**src/rtl/acs_consts.svh**
```systemverilog
/*
 * constants of the amplified channel sync and control block: register byte addresses,
 * field positions, reset values and timing counts.
 * assumes a 250 MHz adc clock and a 32-bit classic wishbone bus with byte addresses.
 */
`ifndef ACS_CONSTS_SVH
`define ACS_CONSTS_SVH

// ****************************************
// register byte addresses
// ****************************************
`define ACS_ADR_PIN_DIS 6'h00
`define ACS_ADR_AMP_CSR 6'h04
`define ACS_ADR_CONV_CTRL 6'h08
`define ACS_ADR_RES_LO 6'h0C
`define ACS_ADR_RES_HI 6'h10
`define ACS_ADR_STATUS 6'h14

// ****************************************
// field positions
// ****************************************
`define ACS_CSR_EN 7
`define ACS_CSR_IS 6
`define ACS_CSR_G_HI 5
`define ACS_CSR_G_LO 4
`define ACS_CSR_GS 3
`define ACS_CSR_TS_HI 1
`define ACS_CSR_TS_LO 0
`define ACS_CSR_WMASK 8'hFB
`define ACS_CC_START 0
`define ACS_CC_AUTO 1
`define ACS_CC_TS_HI 7
`define ACS_CC_TS_LO 4
`define ACS_PIN_DIS_HI 2

// ****************************************
// reset values and counts
// ****************************************
`define ACS_RST_BYTE 8'h00
`define ACS_DIV_LAST 3'h7
`define ACS_CONV_LOW 4'hD
`define ACS_CONV_HIGH 4'hE
`define ACS_SAMPLE_CYC 4'h2
`define ACS_GAIN_5 6'h05
`define ACS_GAIN_10 6'h0A
`define ACS_GAIN_20 6'h14
`define ACS_GAIN_40 6'h28

`endif

```
**src/rtl/acs_pkg.sv**
```systemverilog
/*
 * types of the amplified channel sync and control block.
 * assumes acs_consts.svh is on the include path.
 */
package acs_pkg;

	typedef enum logic [1:0] {
		ACS_SYNC_INTERNAL,
		ACS_SYNC_PWM_R,
		ACS_SYNC_NONE,
		ACS_SYNC_PWM_2
	} acs_sync_src_t;

	typedef struct packed {
		logic [2:0] buf_en;
		logic amp_enable;
		logic [5:0] gain;
		logic shunt;
		logic ground_sw;
		logic neg_pin_connect;
	} acs_analog_ctl_t;

	typedef struct packed {
		logic start;
		logic abort;
		logic busy;
	} acs_adc_ctl_t;

	typedef struct packed {
		logic [7:0] pin_dis;
		logic [7:0] amp_csr;
		logic [7:0] conv_ctrl;
		logic [2:0] div_cnt;
		logic div_clk;
		logic [2:0] pin_m;
		logic [2:0] pin_s;
		logic [2:0] pin_o;
		logic [1:0] evt_m;
		logic [1:0] evt_s;
		logic [1:0] evt_d;
		logic chg_m;
		logic chg_s;
		logic amp_on;
		logic sample;
		logic trig_pend;
		logic restart_wait;
		logic [3:0] cnt;
		logic [3:0] len;
		logic [9:0] res;
		logic lock;
		logic grant;
		logic ack;
		logic [7:0] dat;
		acs_analog_ctl_t ana;
		acs_adc_ctl_t adc;
	} acs_state_t;

endpackage

```
**src/rtl/acs_sync_ctrl.sv**
```systemverilog
/*
 * amplified channel sync and control: register file on classic wishbone, digital input
 * disable of the analog pins, gain and switch control of the amplifier, sync source
 * selection, conversion start, auto trigger, abort and restart, result registers.
 * assumes the adc core on the same clock returns its 10-bit code on adc_result_i; pin
 * levels, pwm controller sync events and the amplifier output change flag are asynchronous.
 */
// The Wishbone register port and the placing of the registers were left to the implementer.
// Notes on behaviour
// - a set input-disable bit gates the pin buffer off and reads the pin as zero.
// - gain code 00/01/10/11 selects gain 5, 10, 20, 40.
// - the amplifier samples on each rising edge of the selected pwm sync event, or each falling edge of the divided clock for internal sync.
// - internal sync is adc clock divided by eight, sample at a fixed phase.
// - a user start takes 13 cycles with divided clock low, 14 when high.
// - sync source 00 internal, 01 first pwm sync event, 11 second event.
// - an enabled amplifier samples on every sync event, busy or not.
// - other channels are refused while an amplified conversion runs.
// - with auto trigger off, setting the start bit begins the conversion at once.
// - an amplifier change during sampling aborts, then restarts once stable.
// - auto trigger starts at the first sync event after the latest trigger.
// - auto trigger does not free-run; each conversion needs a new start bit.
// - ground select opens the negative pin and grounds the amplifier input.
// - input shunt shorts the inputs and releases the ground switch.
// - clearing enable during a conversion takes effect when it completes.
// - result high holds the top bits, result low the bottom eight bits.
// - after a low read, results freeze until the high register is read.
`timescale 1ns/1ps
`include "acs_consts.svh"

module acs_sync_ctrl
	import acs_pkg::*;
(
	// clock and reset
	input wire logic clk_i,
	input wire logic rst_i,
	// wishbone slave
	input wire logic wb_cyc_i,
	input wire logic wb_stb_i,
	input wire logic wb_we_i,
	input wire logic [5:0] wb_adr_i,
	input wire logic [3:0] wb_sel_i,
	input wire logic [31:0] wb_dat_i,
	output logic [31:0] wb_dat_o,
	output logic wb_ack_o,
	// analog pins, digital side
	input wire logic [2:0] pin_level_i,
	output logic [2:0] pin_value_o,
	// sync events from the pwm controllers
	input wire logic pwm_ctrl_r_sync_event_i,
	input wire logic pwm_ctrl_2_sync_event_i,
	// auto trigger events, same clock
	input wire logic [15:0] auto_trig_evt_i,
	// amplifier control
	input wire logic amp_out_change_i,
	output acs_analog_ctl_t analog_o,
	output logic amp_sample_o,
	output logic divided_sync_clock_o,
	// adc core
	input wire logic [9:0] adc_result_i,
	output acs_adc_ctl_t adc_o,
	// other channel requests
	input wire logic other_conv_req_i,
	output logic other_conv_grant_o
);

	// ****************************************
	// decoders
	// ****************************************
	function automatic logic [5:0] gain_of(input logic [1:0] code);
		case (code)
			2'h0: gain_of = `ACS_GAIN_5;
			2'h1: gain_of = `ACS_GAIN_10;
			2'h2: gain_of = `ACS_GAIN_20;
			default: gain_of = `ACS_GAIN_40;
		endcase
	endfunction

	function automatic logic sync_of(input logic [1:0] code, input logic int_evt,
		input logic [1:0] pwm_evt);
		case (acs_sync_src_t'(code))
			ACS_SYNC_INTERNAL: sync_of = int_evt;
			ACS_SYNC_PWM_R: sync_of = pwm_evt[0];
			ACS_SYNC_PWM_2: sync_of = pwm_evt[1];
			ACS_SYNC_NONE: sync_of = 1'b0;
			default: sync_of = 1'b0;
		endcase
	endfunction

	// ****************************************
	// state
	// ****************************************
	acs_state_t q_ff;
	acs_state_t nxt_q;
	logic [2:0] pin_gated;
	logic [1:0] pwm_edge;
	logic int_evt;
	logic sync_evt;
	logic bus_req;
	logic auto_en;
	logic start_req;
	logic conv_done;
	logic [7:0] wbyte;

	// a disabled pin reads zero whatever its level
	genvar gi;
	generate
		for (gi = 0; gi <= `ACS_PIN_DIS_HI; gi++) begin : g_pin
			assign pin_gated[gi] = q_ff.pin_s[gi] & ~q_ff.pin_dis[gi];
		end
	endgenerate

	// ****************************************
	// next state
	// ****************************************
	always_comb begin
		nxt_q = q_ff;
		nxt_q.sample = 1'b0;
		nxt_q.adc.start = 1'b0;
		nxt_q.adc.abort = 1'b0;
		wbyte = wb_dat_i[7:0];

		// two-stage synchronisers for everything from outside this clock
		nxt_q.pin_m = pin_level_i;
		nxt_q.pin_s = q_ff.pin_m;
		nxt_q.evt_m = {pwm_ctrl_2_sync_event_i, pwm_ctrl_r_sync_event_i};
		nxt_q.evt_s = q_ff.evt_m;
		nxt_q.evt_d = q_ff.evt_s;
		nxt_q.chg_m = amp_out_change_i;
		nxt_q.chg_s = q_ff.chg_m;
		pwm_edge = q_ff.evt_s & ~q_ff.evt_d;
		nxt_q.pin_o = pin_gated;

		// divide by eight; the falling edge of the divided clock is the internal sync
		nxt_q.div_cnt = q_ff.div_cnt + 3'h1;
		nxt_q.div_clk = nxt_q.div_cnt[2];
		int_evt = (q_ff.div_cnt == `ACS_DIV_LAST);
		sync_evt = sync_of(q_ff.amp_csr[`ACS_CSR_TS_HI:`ACS_CSR_TS_LO], int_evt, pwm_edge);

		// disable is deferred while converting
		if (!q_ff.adc.busy) begin
			nxt_q.amp_on = q_ff.amp_csr[`ACS_CSR_EN];
		end
		nxt_q.sample = q_ff.amp_on & sync_evt;

		// auto trigger: remember the latest selected trigger event
		auto_en = q_ff.conv_ctrl[`ACS_CC_AUTO];
		if (auto_en && auto_trig_evt_i[q_ff.conv_ctrl[`ACS_CC_TS_HI:`ACS_CC_TS_LO]]) begin
			nxt_q.trig_pend = 1'b1;
		end

		// conversion start and sequencing
		start_req = q_ff.conv_ctrl[`ACS_CC_START] && !q_ff.adc.busy &&
			(!auto_en || (q_ff.trig_pend && sync_evt));
		conv_done = 1'b0;
		if (start_req) begin
			nxt_q.adc.busy = 1'b1;
			nxt_q.adc.start = 1'b1;
			nxt_q.cnt = 4'h0;
			nxt_q.trig_pend = 1'b0;
			nxt_q.restart_wait = 1'b0;
			// a start in the high half waits one more cycle for the sync phase
			nxt_q.len = q_ff.div_clk ? `ACS_CONV_HIGH : `ACS_CONV_LOW;
		end else if (q_ff.adc.busy) begin
			if (q_ff.restart_wait) begin
				if (!q_ff.chg_s) begin
					nxt_q.restart_wait = 1'b0;
					nxt_q.adc.start = 1'b1;
					nxt_q.cnt = 4'h0;
				end
			end else if (q_ff.cnt < `ACS_SAMPLE_CYC && q_ff.chg_s) begin
				nxt_q.adc.abort = 1'b1;
				nxt_q.restart_wait = 1'b1;
				nxt_q.cnt = 4'h0;
			end else if (q_ff.cnt == q_ff.len - 4'h1) begin
				conv_done = 1'b1;
			end else begin
				nxt_q.cnt = q_ff.cnt + 4'h1;
			end
		end
		if (conv_done) begin
			nxt_q.adc.busy = 1'b0;
			nxt_q.conv_ctrl[`ACS_CC_START] = 1'b0;
			if (!q_ff.lock) begin
				nxt_q.res = adc_result_i;
			end
		end

		// other channels only while nothing amplified is running or pending
		nxt_q.grant = other_conv_req_i && !nxt_q.adc.busy &&
			!q_ff.conv_ctrl[`ACS_CC_START];

		// wishbone classic: one wait state, ack for one cycle
		bus_req = wb_cyc_i && wb_stb_i && !q_ff.ack;
		nxt_q.ack = bus_req;
		nxt_q.dat = `ACS_RST_BYTE;
		if (bus_req && !wb_we_i) begin
			case (wb_adr_i)
				`ACS_ADR_PIN_DIS: nxt_q.dat = q_ff.pin_dis;
				`ACS_ADR_AMP_CSR: nxt_q.dat = q_ff.amp_csr;
				`ACS_ADR_CONV_CTRL: nxt_q.dat = q_ff.conv_ctrl;
				`ACS_ADR_RES_LO: begin
					nxt_q.dat = q_ff.res[7:0];
					nxt_q.lock = 1'b1;
				end
				`ACS_ADR_RES_HI: begin
					nxt_q.dat = {6'h00, q_ff.res[9:8]};
					nxt_q.lock = 1'b0;
				end
				`ACS_ADR_STATUS: nxt_q.dat = {4'h0, q_ff.lock, q_ff.trig_pend,
					q_ff.amp_on, q_ff.adc.busy};
				default: nxt_q.dat = `ACS_RST_BYTE;
			endcase
		end
		if (bus_req && wb_we_i && wb_sel_i[0]) begin
			case (wb_adr_i)
				`ACS_ADR_PIN_DIS: nxt_q.pin_dis = wbyte;
				`ACS_ADR_AMP_CSR: nxt_q.amp_csr = wbyte & `ACS_CSR_WMASK;
				`ACS_ADR_CONV_CTRL: begin
					// start only sets; hardware clears it, a set in that cycle wins
					nxt_q.conv_ctrl = {wbyte[7:1],
						wbyte[`ACS_CC_START] | nxt_q.conv_ctrl[`ACS_CC_START]};
					if (!wbyte[`ACS_CC_AUTO]) begin
						nxt_q.trig_pend = 1'b0;
					end
				end
				default: nxt_q.ack = bus_req;
			endcase
		end

		// analog switch and gain drive
		nxt_q.ana.buf_en = ~nxt_q.pin_dis[`ACS_PIN_DIS_HI:0];
		nxt_q.ana.amp_enable = nxt_q.amp_on;
		nxt_q.ana.gain = gain_of(nxt_q.amp_csr[`ACS_CSR_G_HI:`ACS_CSR_G_LO]);
		nxt_q.ana.shunt = nxt_q.amp_csr[`ACS_CSR_IS];
		nxt_q.ana.ground_sw = nxt_q.amp_csr[`ACS_CSR_GS] & ~nxt_q.amp_csr[`ACS_CSR_IS];
		nxt_q.ana.neg_pin_connect = ~nxt_q.amp_csr[`ACS_CSR_GS];
	end

	// ****************************************
	// registers
	// ****************************************
	always_ff @(posedge clk_i) begin
		if (rst_i) begin
			q_ff <= '0;
			q_ff.ana.buf_en <= 3'h7;
			q_ff.ana.neg_pin_connect <= 1'b1;
			q_ff.ana.gain <= `ACS_GAIN_5;
		end else begin
			q_ff <= nxt_q;
		end
	end

	// ****************************************
	// outputs
	// ****************************************
	assign wb_dat_o = {24'h000000, q_ff.dat};
	assign wb_ack_o = q_ff.ack;
	assign pin_value_o = q_ff.pin_o;
	assign analog_o = q_ff.ana;
	assign amp_sample_o = q_ff.sample;
	assign divided_sync_clock_o = q_ff.div_clk;
	assign adc_o = q_ff.adc;
	assign other_conv_grant_o = q_ff.grant;

endmodule // acs_sync_ctrl

```
**config.mk**
```make
export PLATFORM = sky130hd
export DESIGN_NAME = acs_sync_ctrl
export DESIGN_NICKNAME = d
export VERILOG_FILES = /design/src/rtl/acs_pkg.sv /design/src/rtl/acs_sync_ctrl.sv
export VERILOG_INCLUDE_DIRS = /design/src /design/src/rtl
export SDC_FILE = /design/constraint.sdc
export NUM_CORES = 1
export LEC_CHECK = 0
export BUFFER_PORTS_ARGS = -buffer_cell sky130_fd_sc_hd__buf_2
export CAP_MARGIN = 20
export CELL_PAD_IN_SITES_DETAIL_PLACEMENT = 1
export CELL_PAD_IN_SITES_GLOBAL_PLACEMENT = 2
export CORE_MARGIN = 8
export CORE_UTILIZATION = 32
export CTS_CLUSTER_SIZE = 10
export DETAILED_ROUTE_END_ITERATION = 10
export PLACE_DENSITY_LB_ADDON = 0.1
export SYNTH_ARGS = -nofsm -noshare
export SYNTH_HDL_FRONTEND = slang
export SYNTH_SLANG_ARGS = --single-unit
```
**constraint.sdc**
```tcl
create_clock -name clk_i -period 2.8 [get_ports clk_i]
set_input_delay 0 -clock clk_i [delete_from_list [all_inputs] [get_ports clk_i]]
set_output_delay 0 -clock clk_i [all_outputs]
set_load 0.02 [all_outputs]
```
==> reports/results.ini, run 1 <==
[status]
run_status = complete, no violations

[timing]
setup_tns_ns = 0
setup_viol = 0
finalCriticalPeriod_ns = 2.26
slew_of_the_pin_with_the_lowest_slew_margin_ns = 0.665
post-route-period-util_pct = 80.8
hold_viol_final = 0
max_clk_rate_ghz = 0.442
report.final.slew_viol_count = 0
clock_skew_ns = 0.00614
unrepaired_setup_endpoints_after_global_routing = no
setup_ws_ns = 0.537
slew_headroom_pct = 55.4

[critical_path]
setup.worst_path.class = reg -> reg
timing.critical_path.required_ns = 3.07
worstRegToRegCells = 6
worstPathArrival_ns = 2.53
max_stage_delay_ns = 0.58
cp_cell_sequence = and3b_1 > nand4_4 > nor3b_4 > nand3_1 > dlygate4sd3_1 > a21oi_1
timing.critical_path.from_type = flip-flop
worstReg2RegStart = wb_ack_o
worst_setup_startpoint = wb_ack_o
crit_path_end_kind = flip-flop
worstReg2RegEnd = analog_o[8]
crit_path_top_delay_cell = nor3b_4
rrSetupSlack_ns = 0.54
cp_max_fo = 10

[global_route]
grt_max_degree = 50
groute.layer.met2.usage_pct = 20.6
grt_pass1_wl_mm = 17.1
grtUsageTotal_pct = 13.4
grt_antenna_before_repair = 0
grt_use_met3_pct = 3.37
globalRoute.totalOverflow = 0
via_count_of_the_first_global_routing_pass = 3161
most_used_routing_layer_in_global_routing = met2
met1_usage_pct = 17.4

[cts]
clock_slew_at_the_register_clock_pins_of_the_worst_setup_and_hold_paths_ns = 0.06
post_cts_buffers = 0
ctsHtreeMaxLevel = 3
tritoncts.num_buffers = 9
max-clock-path-buffers = 2
postCtsHoldBufs = 26
clock_sink_count = 88
post_cts_resize_count = 0
insertion_delay_ns = 0.34
tritoncts_clock_tree = yes
clock_tree.root_cell = clkbuf_16

[drt]
vias = 2937
initialDrtViolationCount = 88
postRouteAntennaNets = 0
drt_pre_antenna_iters = 4
wl_mm = 10.4
routed_wire_length_per_instance_microns = 16.1
remaining_drc_errors = 0
routed_via_count_divided_by_cell_count = 4.56

[cells_and_area]
layout-drive-gt1-share_pct = 26.5
commonest_non_fill_non_tap_cell_in_the_layout = dfxtp_1
multi_input_logic_area_sq_um = 1820
fill_cells = 1382
insertedDiodeCount = 0
areaGrowthSynthToFinish_pct = 21.8
commonest_cells_after_routing_fill_and_taps_aside = 88 x dfxtp_1, 83 x buf_2, 36 x nor2_1, 33 x mux2i_1, 26 x dlygate4sd3_1
final_net_count = 555
fin_cells = 644
layout.area.seq_sq_um = 1760

[synthesis]
synth_async_sr_flop_share_pct = 0
synth.avg_cell_area_sq_um = 10.2
synth_enable_flop_cells = 0
yosys_warnings = 0
synth_cells = 391
synth_sequential_area_ratio_pct = 44.3
register_bit_count_reported_by_yosys = 88
mappedNetlistArea_sq_um = 3980
ys_types = 57
ys.flop_type = dfxtp_1

[power_and_ir_drop]
max-vdd-ir-drop_uv = 257
leakage_component_of_the_power_uw = 0.00199
powerDensity_nw_per_um2 = 556

[worst_hold_path]
hold_path_class = in -> reg
min_delay_path_depth = 4
worst_hold_path.endpoint = wb_dat_o[2]
timing.hold.worst.start = wb_adr_i[0]

[placed_design]
place_hpwl_mm = 7.57
placed_cells_incl_taps = 602
routabilityCongestion = 0.720
place_ws_ns = 0.600
io_buffers = 83

[die]
design.die.area_sq_um = 16300
design.portCount = 135
initial_utilization_pct = 33.0
rows = 40
coreArea_sq_um = 12100
die_w_microns = 128
die_height_microns = 128

[run]
maxCapViolations = 0

## cell type report
type	instances	share of cell area, %
inverter	7	0.542
multi-input combinational	250	37.5
sequential	88	36.4
timing repair buffer	115	14.9
clock inverter	5	1.14
tap	168	4.34
clock buffer	11	5.22
## Yosys cell counts, types with 2 or more instances
library cell,n,area (sq um)
nand3_1,2,10.0
inv_1,7,26.3
o21ai_0,4,20.0
and3_1,2,12.5
nand2_1,17,63.8
nor2b_1,24,150
nor3b_1,6,45.0
buf_2,4,20.0
mux2i_1,33,330
and3b_1,2,17.5
xnor2_1,2,17.5
a21o_1,2,15.0
nand2b_1,5,31.3
mux4_2,11,248
mux2_2,2,22.5
buf_4,51,383
or2_1,5,31.3
ha_1,4,50.1
nor4_1,2,12.5
a22oi_1,5,37.5
a21oi_1,18,90.1
dfxtp_1,88,1760
o2111ai_1,2,17.5
nand3b_1,8,60.1
clkbuf_1,12,45.0
nor3_1,7,35.0
nor2_1,36,135
## registers in the layout (all words and copies together), names as in the netlist
signal and cells:
adc_o 3, amp_sample_o 1, analog_o 12, auto_en 1, nxt_q 8, other_conv_grant_o 1
pin_value_o 3, q_ff 50, wb_ack_o 1, wb_dat_o 8
## critical path: cells and delay by family, from the launching register on
| kind | cells | cell delay (ns) |
|---|---|---|
| buffers and inverters | 1 | 0.58 |
| flip-flops | 1 | 0.32 |
| AND/OR/NAND/NOR | 4 | 1.16 |
| AO/OA/AOI/OAI | 1 | 0.11 |
## routing by layer
layer	wire length (microns)	up-vias
li1	-	1442
met1	5060	1419
met2	4710	69
met3	537	7
met4	85	0
met5	0	-
## where the power goes
group          internal (uW)  leakage (uW)  switching, uW
logic                   82.0       0.00113            104
registers               1270      0.000713           7.20
clock network            737      0.000148            498
total                   2090       0.00199            608
## metrics by stage
step / cell area (sq um) / total power, uW / hold slack, ns / util, %
final: 4850 / 2700 / 0.0207 / 40.2
after global routing: 4850 / 2820 / 0.0426 / 40.2
after CTS: 4850 / 2740 / 0.00380 / 40.2
after detailed placement: 4280 / 1460 / 0.216 / 35.5
after global placement: 4280 / 1460 / 0.207 / 35.5
after floorplan: 4070 / 1420 / 0.128 / -
## kinds of logic after synthesis
| family | Yosys count | synth area share (%) |
|---|---|---|
| adder cells (fa/ha/maj) | 4 | 1.26 |
| multiplexers | 46 | 15.1 |
| XOR/XNOR | 3 | 0.660 |
| AO/OA/AOI/OAI | 44 | 7.26 |
| buffers and inverters | 76 | 12.3 |
| AND/OR/NAND/NOR | 129 | 19.1 |
| flip-flops | 88 | 44.3 |
| other | 1 | 0.0942 |
## worst max-delay path by stage
| stage | endpoint | slack, ns | depth (start not counted) |
|---|---|---|---|
| CTS | analog_o[8] | 0.53 | 6 |
| global placement | q_ff[42] | 0.61 | 7 |
| finish | analog_o[8] | 0.54 | 6 |
| global route | q_ff[42] | 0.26 | 7 |
| detailed placement | q_ff[42] | 0.60 | 7 |
| floorplan | q_ff[42] | 0.88 | 7 |
No activity file was read; power rests on OpenSTA's default activity.
==> run 2: changes to the inputs <==
Settings changed: CORE_UTILIZATION 32 to 27.
Clock period 2.8 ns to 1.85 ns, I/O delays scaled along.
==> run 2 against run 1 <==
  * Sequential cell count unchanged
  * First-iteration DRC count increased by 83%
  * Non-clock buffer count increased by 29
  * Critical endpoint is now q_ff[43]
  * Largest cell class unchanged
  * Highest routed layer unchanged
==> reports/results.ini, run 2 (synthesized netlist as in run 1, its figures left out) <==
[power_and_ir_drop]
finalPower_uw = 4000
leakage_component_of_the_power_uw = 0.00214
max-vdd-ir-drop_uv = 386
powerDensity_nw_per_um2 = 771

[timing]
slew_headroom_pct = 65.8
slew_of_the_pin_with_the_lowest_slew_margin_ns = 0.513
setup_tns_ns = 0
setup_viol = 0
report.final.slew_viol_count = 0
hold_viol_final = 0
post-route-period-util_pct = 99.5
finalCriticalPeriod_ns = 1.84
unrepaired_setup_endpoints_after_global_routing = yes
max_clk_rate_ghz = 0.543
clock_skew_ns = 0.00522
worst_hold_slack_ns = 0.0155
setup_ws_ns = 0.00923

[cells_and_area]
multi_input_logic_area_sq_um = 1940
layout.area.seq_sq_um = 1770
max_flop_register = q_ff
areaGrowthSynthToFinish_pct = 30.5
largest_register_ffs = 50
insertedDiodeCount = 0
commonest_non_fill_non_tap_cell_in_the_layout = dfxtp_1
layout-drive-gt1-share_pct = 33.9
final_net_count = 584
commonest_cells_after_routing_fill_and_taps_aside = 85 x dfxtp_1, 83 x buf_2, 36 x nor2_1, 33 x buf_4, 32 x mux2i_1
finished_core_util_pct = 35.9
fill_cells = 1664

[cts]
max-clock-path-buffers = 2
clock_tree.root_cell = clkbuf_16
ctsHtreeMaxLevel = 3
clock_slew_at_the_register_clock_pins_of_the_worst_setup_and_hold_paths_ns = 0.07
tritoncts.num_buffers = 9
insertion_delay_ns = 0.35
clock_sink_count = 88
tritoncts_clock_tree = yes

[critical_path]
max_stage_delay_ns = 0.33
cp_cell_sequence = inv_2 > ha_4 > xor2_4 > mux2i_4 > o21ai_2 > buf_4 > o211ai_1 > a21oi_1
setup.worst_path.class = reg -> reg
crit_path_top_delay_cell = dfxtp_2
crit_path_end_kind = flip-flop
worstReg2RegStart = q_ff[38]
rrSetupSlack_ns = 0.009
timing.critical_path.required_ns = 2.09
timing.critical_path.from_type = flip-flop
cp_max_fo = 6
worstReg2RegEnd = q_ff[43]
worstRegToRegCells = 8
worstPathArrival_ns = 2.08

[die]
die_height_microns = 137
design.portCount = 135
design.die.area_sq_um = 18900
initial_utilization_pct = 27.5
die_w_microns = 137
coreArea_sq_um = 14500
rows = 44

[run]
maxCapViolations = 0

[global_route]
grt_antenna_before_repair = 0
globalRoute.totalOverflow = 0
grtUsageTotal_pct = 12.6
grt_pass1_wl_mm = 18.1
via_count_of_the_first_global_routing_pass = 3398
grt_max_degree = 51

[worst_hold_path]
worst_hold_path.endpoint = wb_dat_o[2]
min_delay_path_depth = 4
hold_path_class = in -> reg
timing.hold.worst.start = wb_adr_i[1]

[status]
run_status = complete, no violations

[placed_design]
place_ws_ns = -0.345
routabilityCongestion = 0.731
place_hpwl_mm = 8.28
io_buffers = 83

[drt]
drt_pre_antenna_iters = 4
vias = 3024
postRouteAntennaNets = 0
remaining_drc_errors = 0
initialDrtViolationCount = 161
routed_wire_length_per_instance_microns = 16.5
wl_mm = 11.4
routed_via_count_divided_by_cell_count = 4.39

[run 2: worst max-delay path, delay by kind of cell, from the launching register on]
family                     cells  cell delay (ns)
AOI/OAI and AO/OA              3             0.41
DFF                            1             0.33
adders and majority gates      1             0.16
buffers and inverters          2             0.26
muxes                          1             0.33
xor gates and xnor gates       1             0.23
[run 2: what timing repair did]
action,4_1_cts,5_1_grt
cloned,1,0
hold endpoints to repair,39,0
resized for setup,24,3
pin swaps,4,3
hold buffers,25,0
buffers inserted,1,2
setup endpoints to repair,18,22
[run 2: layout make-up]
cell class | count | share of cell area, %
multi-input combinational | 250 | 37.3
sequential | 88 | 34.0
timing repair buffer | 144 | 18.2
clock buffer | 10 | 4.60
tap | 184 | 4.43
clock inverter | 6 | 0.868
inverter | 7 | 0.506
[run 2: power breakdown]
group | total (uW) | internal (uW) | switching, uW | leakage, uW
sequential | 1930 | 1920 | 10.7 | 0.000715
clock | 1770 | 949 | 817 | 0.000131
combinational | 306 | 137 | 169 | 0.00129
[run 2: worst max-delay path by stage]
| stage | startpoint | slack (ns) | end | depth (start not counted) |
|---|---|---|---|---|
| finish | q_ff[38] | 0.009 | q_ff[43] | 8 |
| CTS | q_ff[38] | -0.01 | q_ff[34] | 9 |
| global route | q_ff[38] | -0.11 | q_ff[29] | 9 |
| global placement | q_ff[37] | -0.23 | q_ff[70] | 8 |
| detailed placement | q_ff[37] | -0.34 | q_ff[70] | 8 |
| floorplan | q_ff[37] | 0.02 | q_ff[42] | 5 |
[run 2: metrics by stage]
stage,instances,area [sq um]
finish,689,5190
global route,689,5190
CTS,687,5160
detailed placement,644,4490
global placement,644,4490
floorplan,414,4070
[run 2: layer usage]
layer / routed length (microns) / global-route usage, % / up-vias
met2: 5300 / 19.4 / 69
met4: 255 / 6.70 / 0
met3: 555 / 2.70 / 17
met1: 5270 / 16.2 / 1441
met5: 0 / 0 / -
li1: - / - / 1497
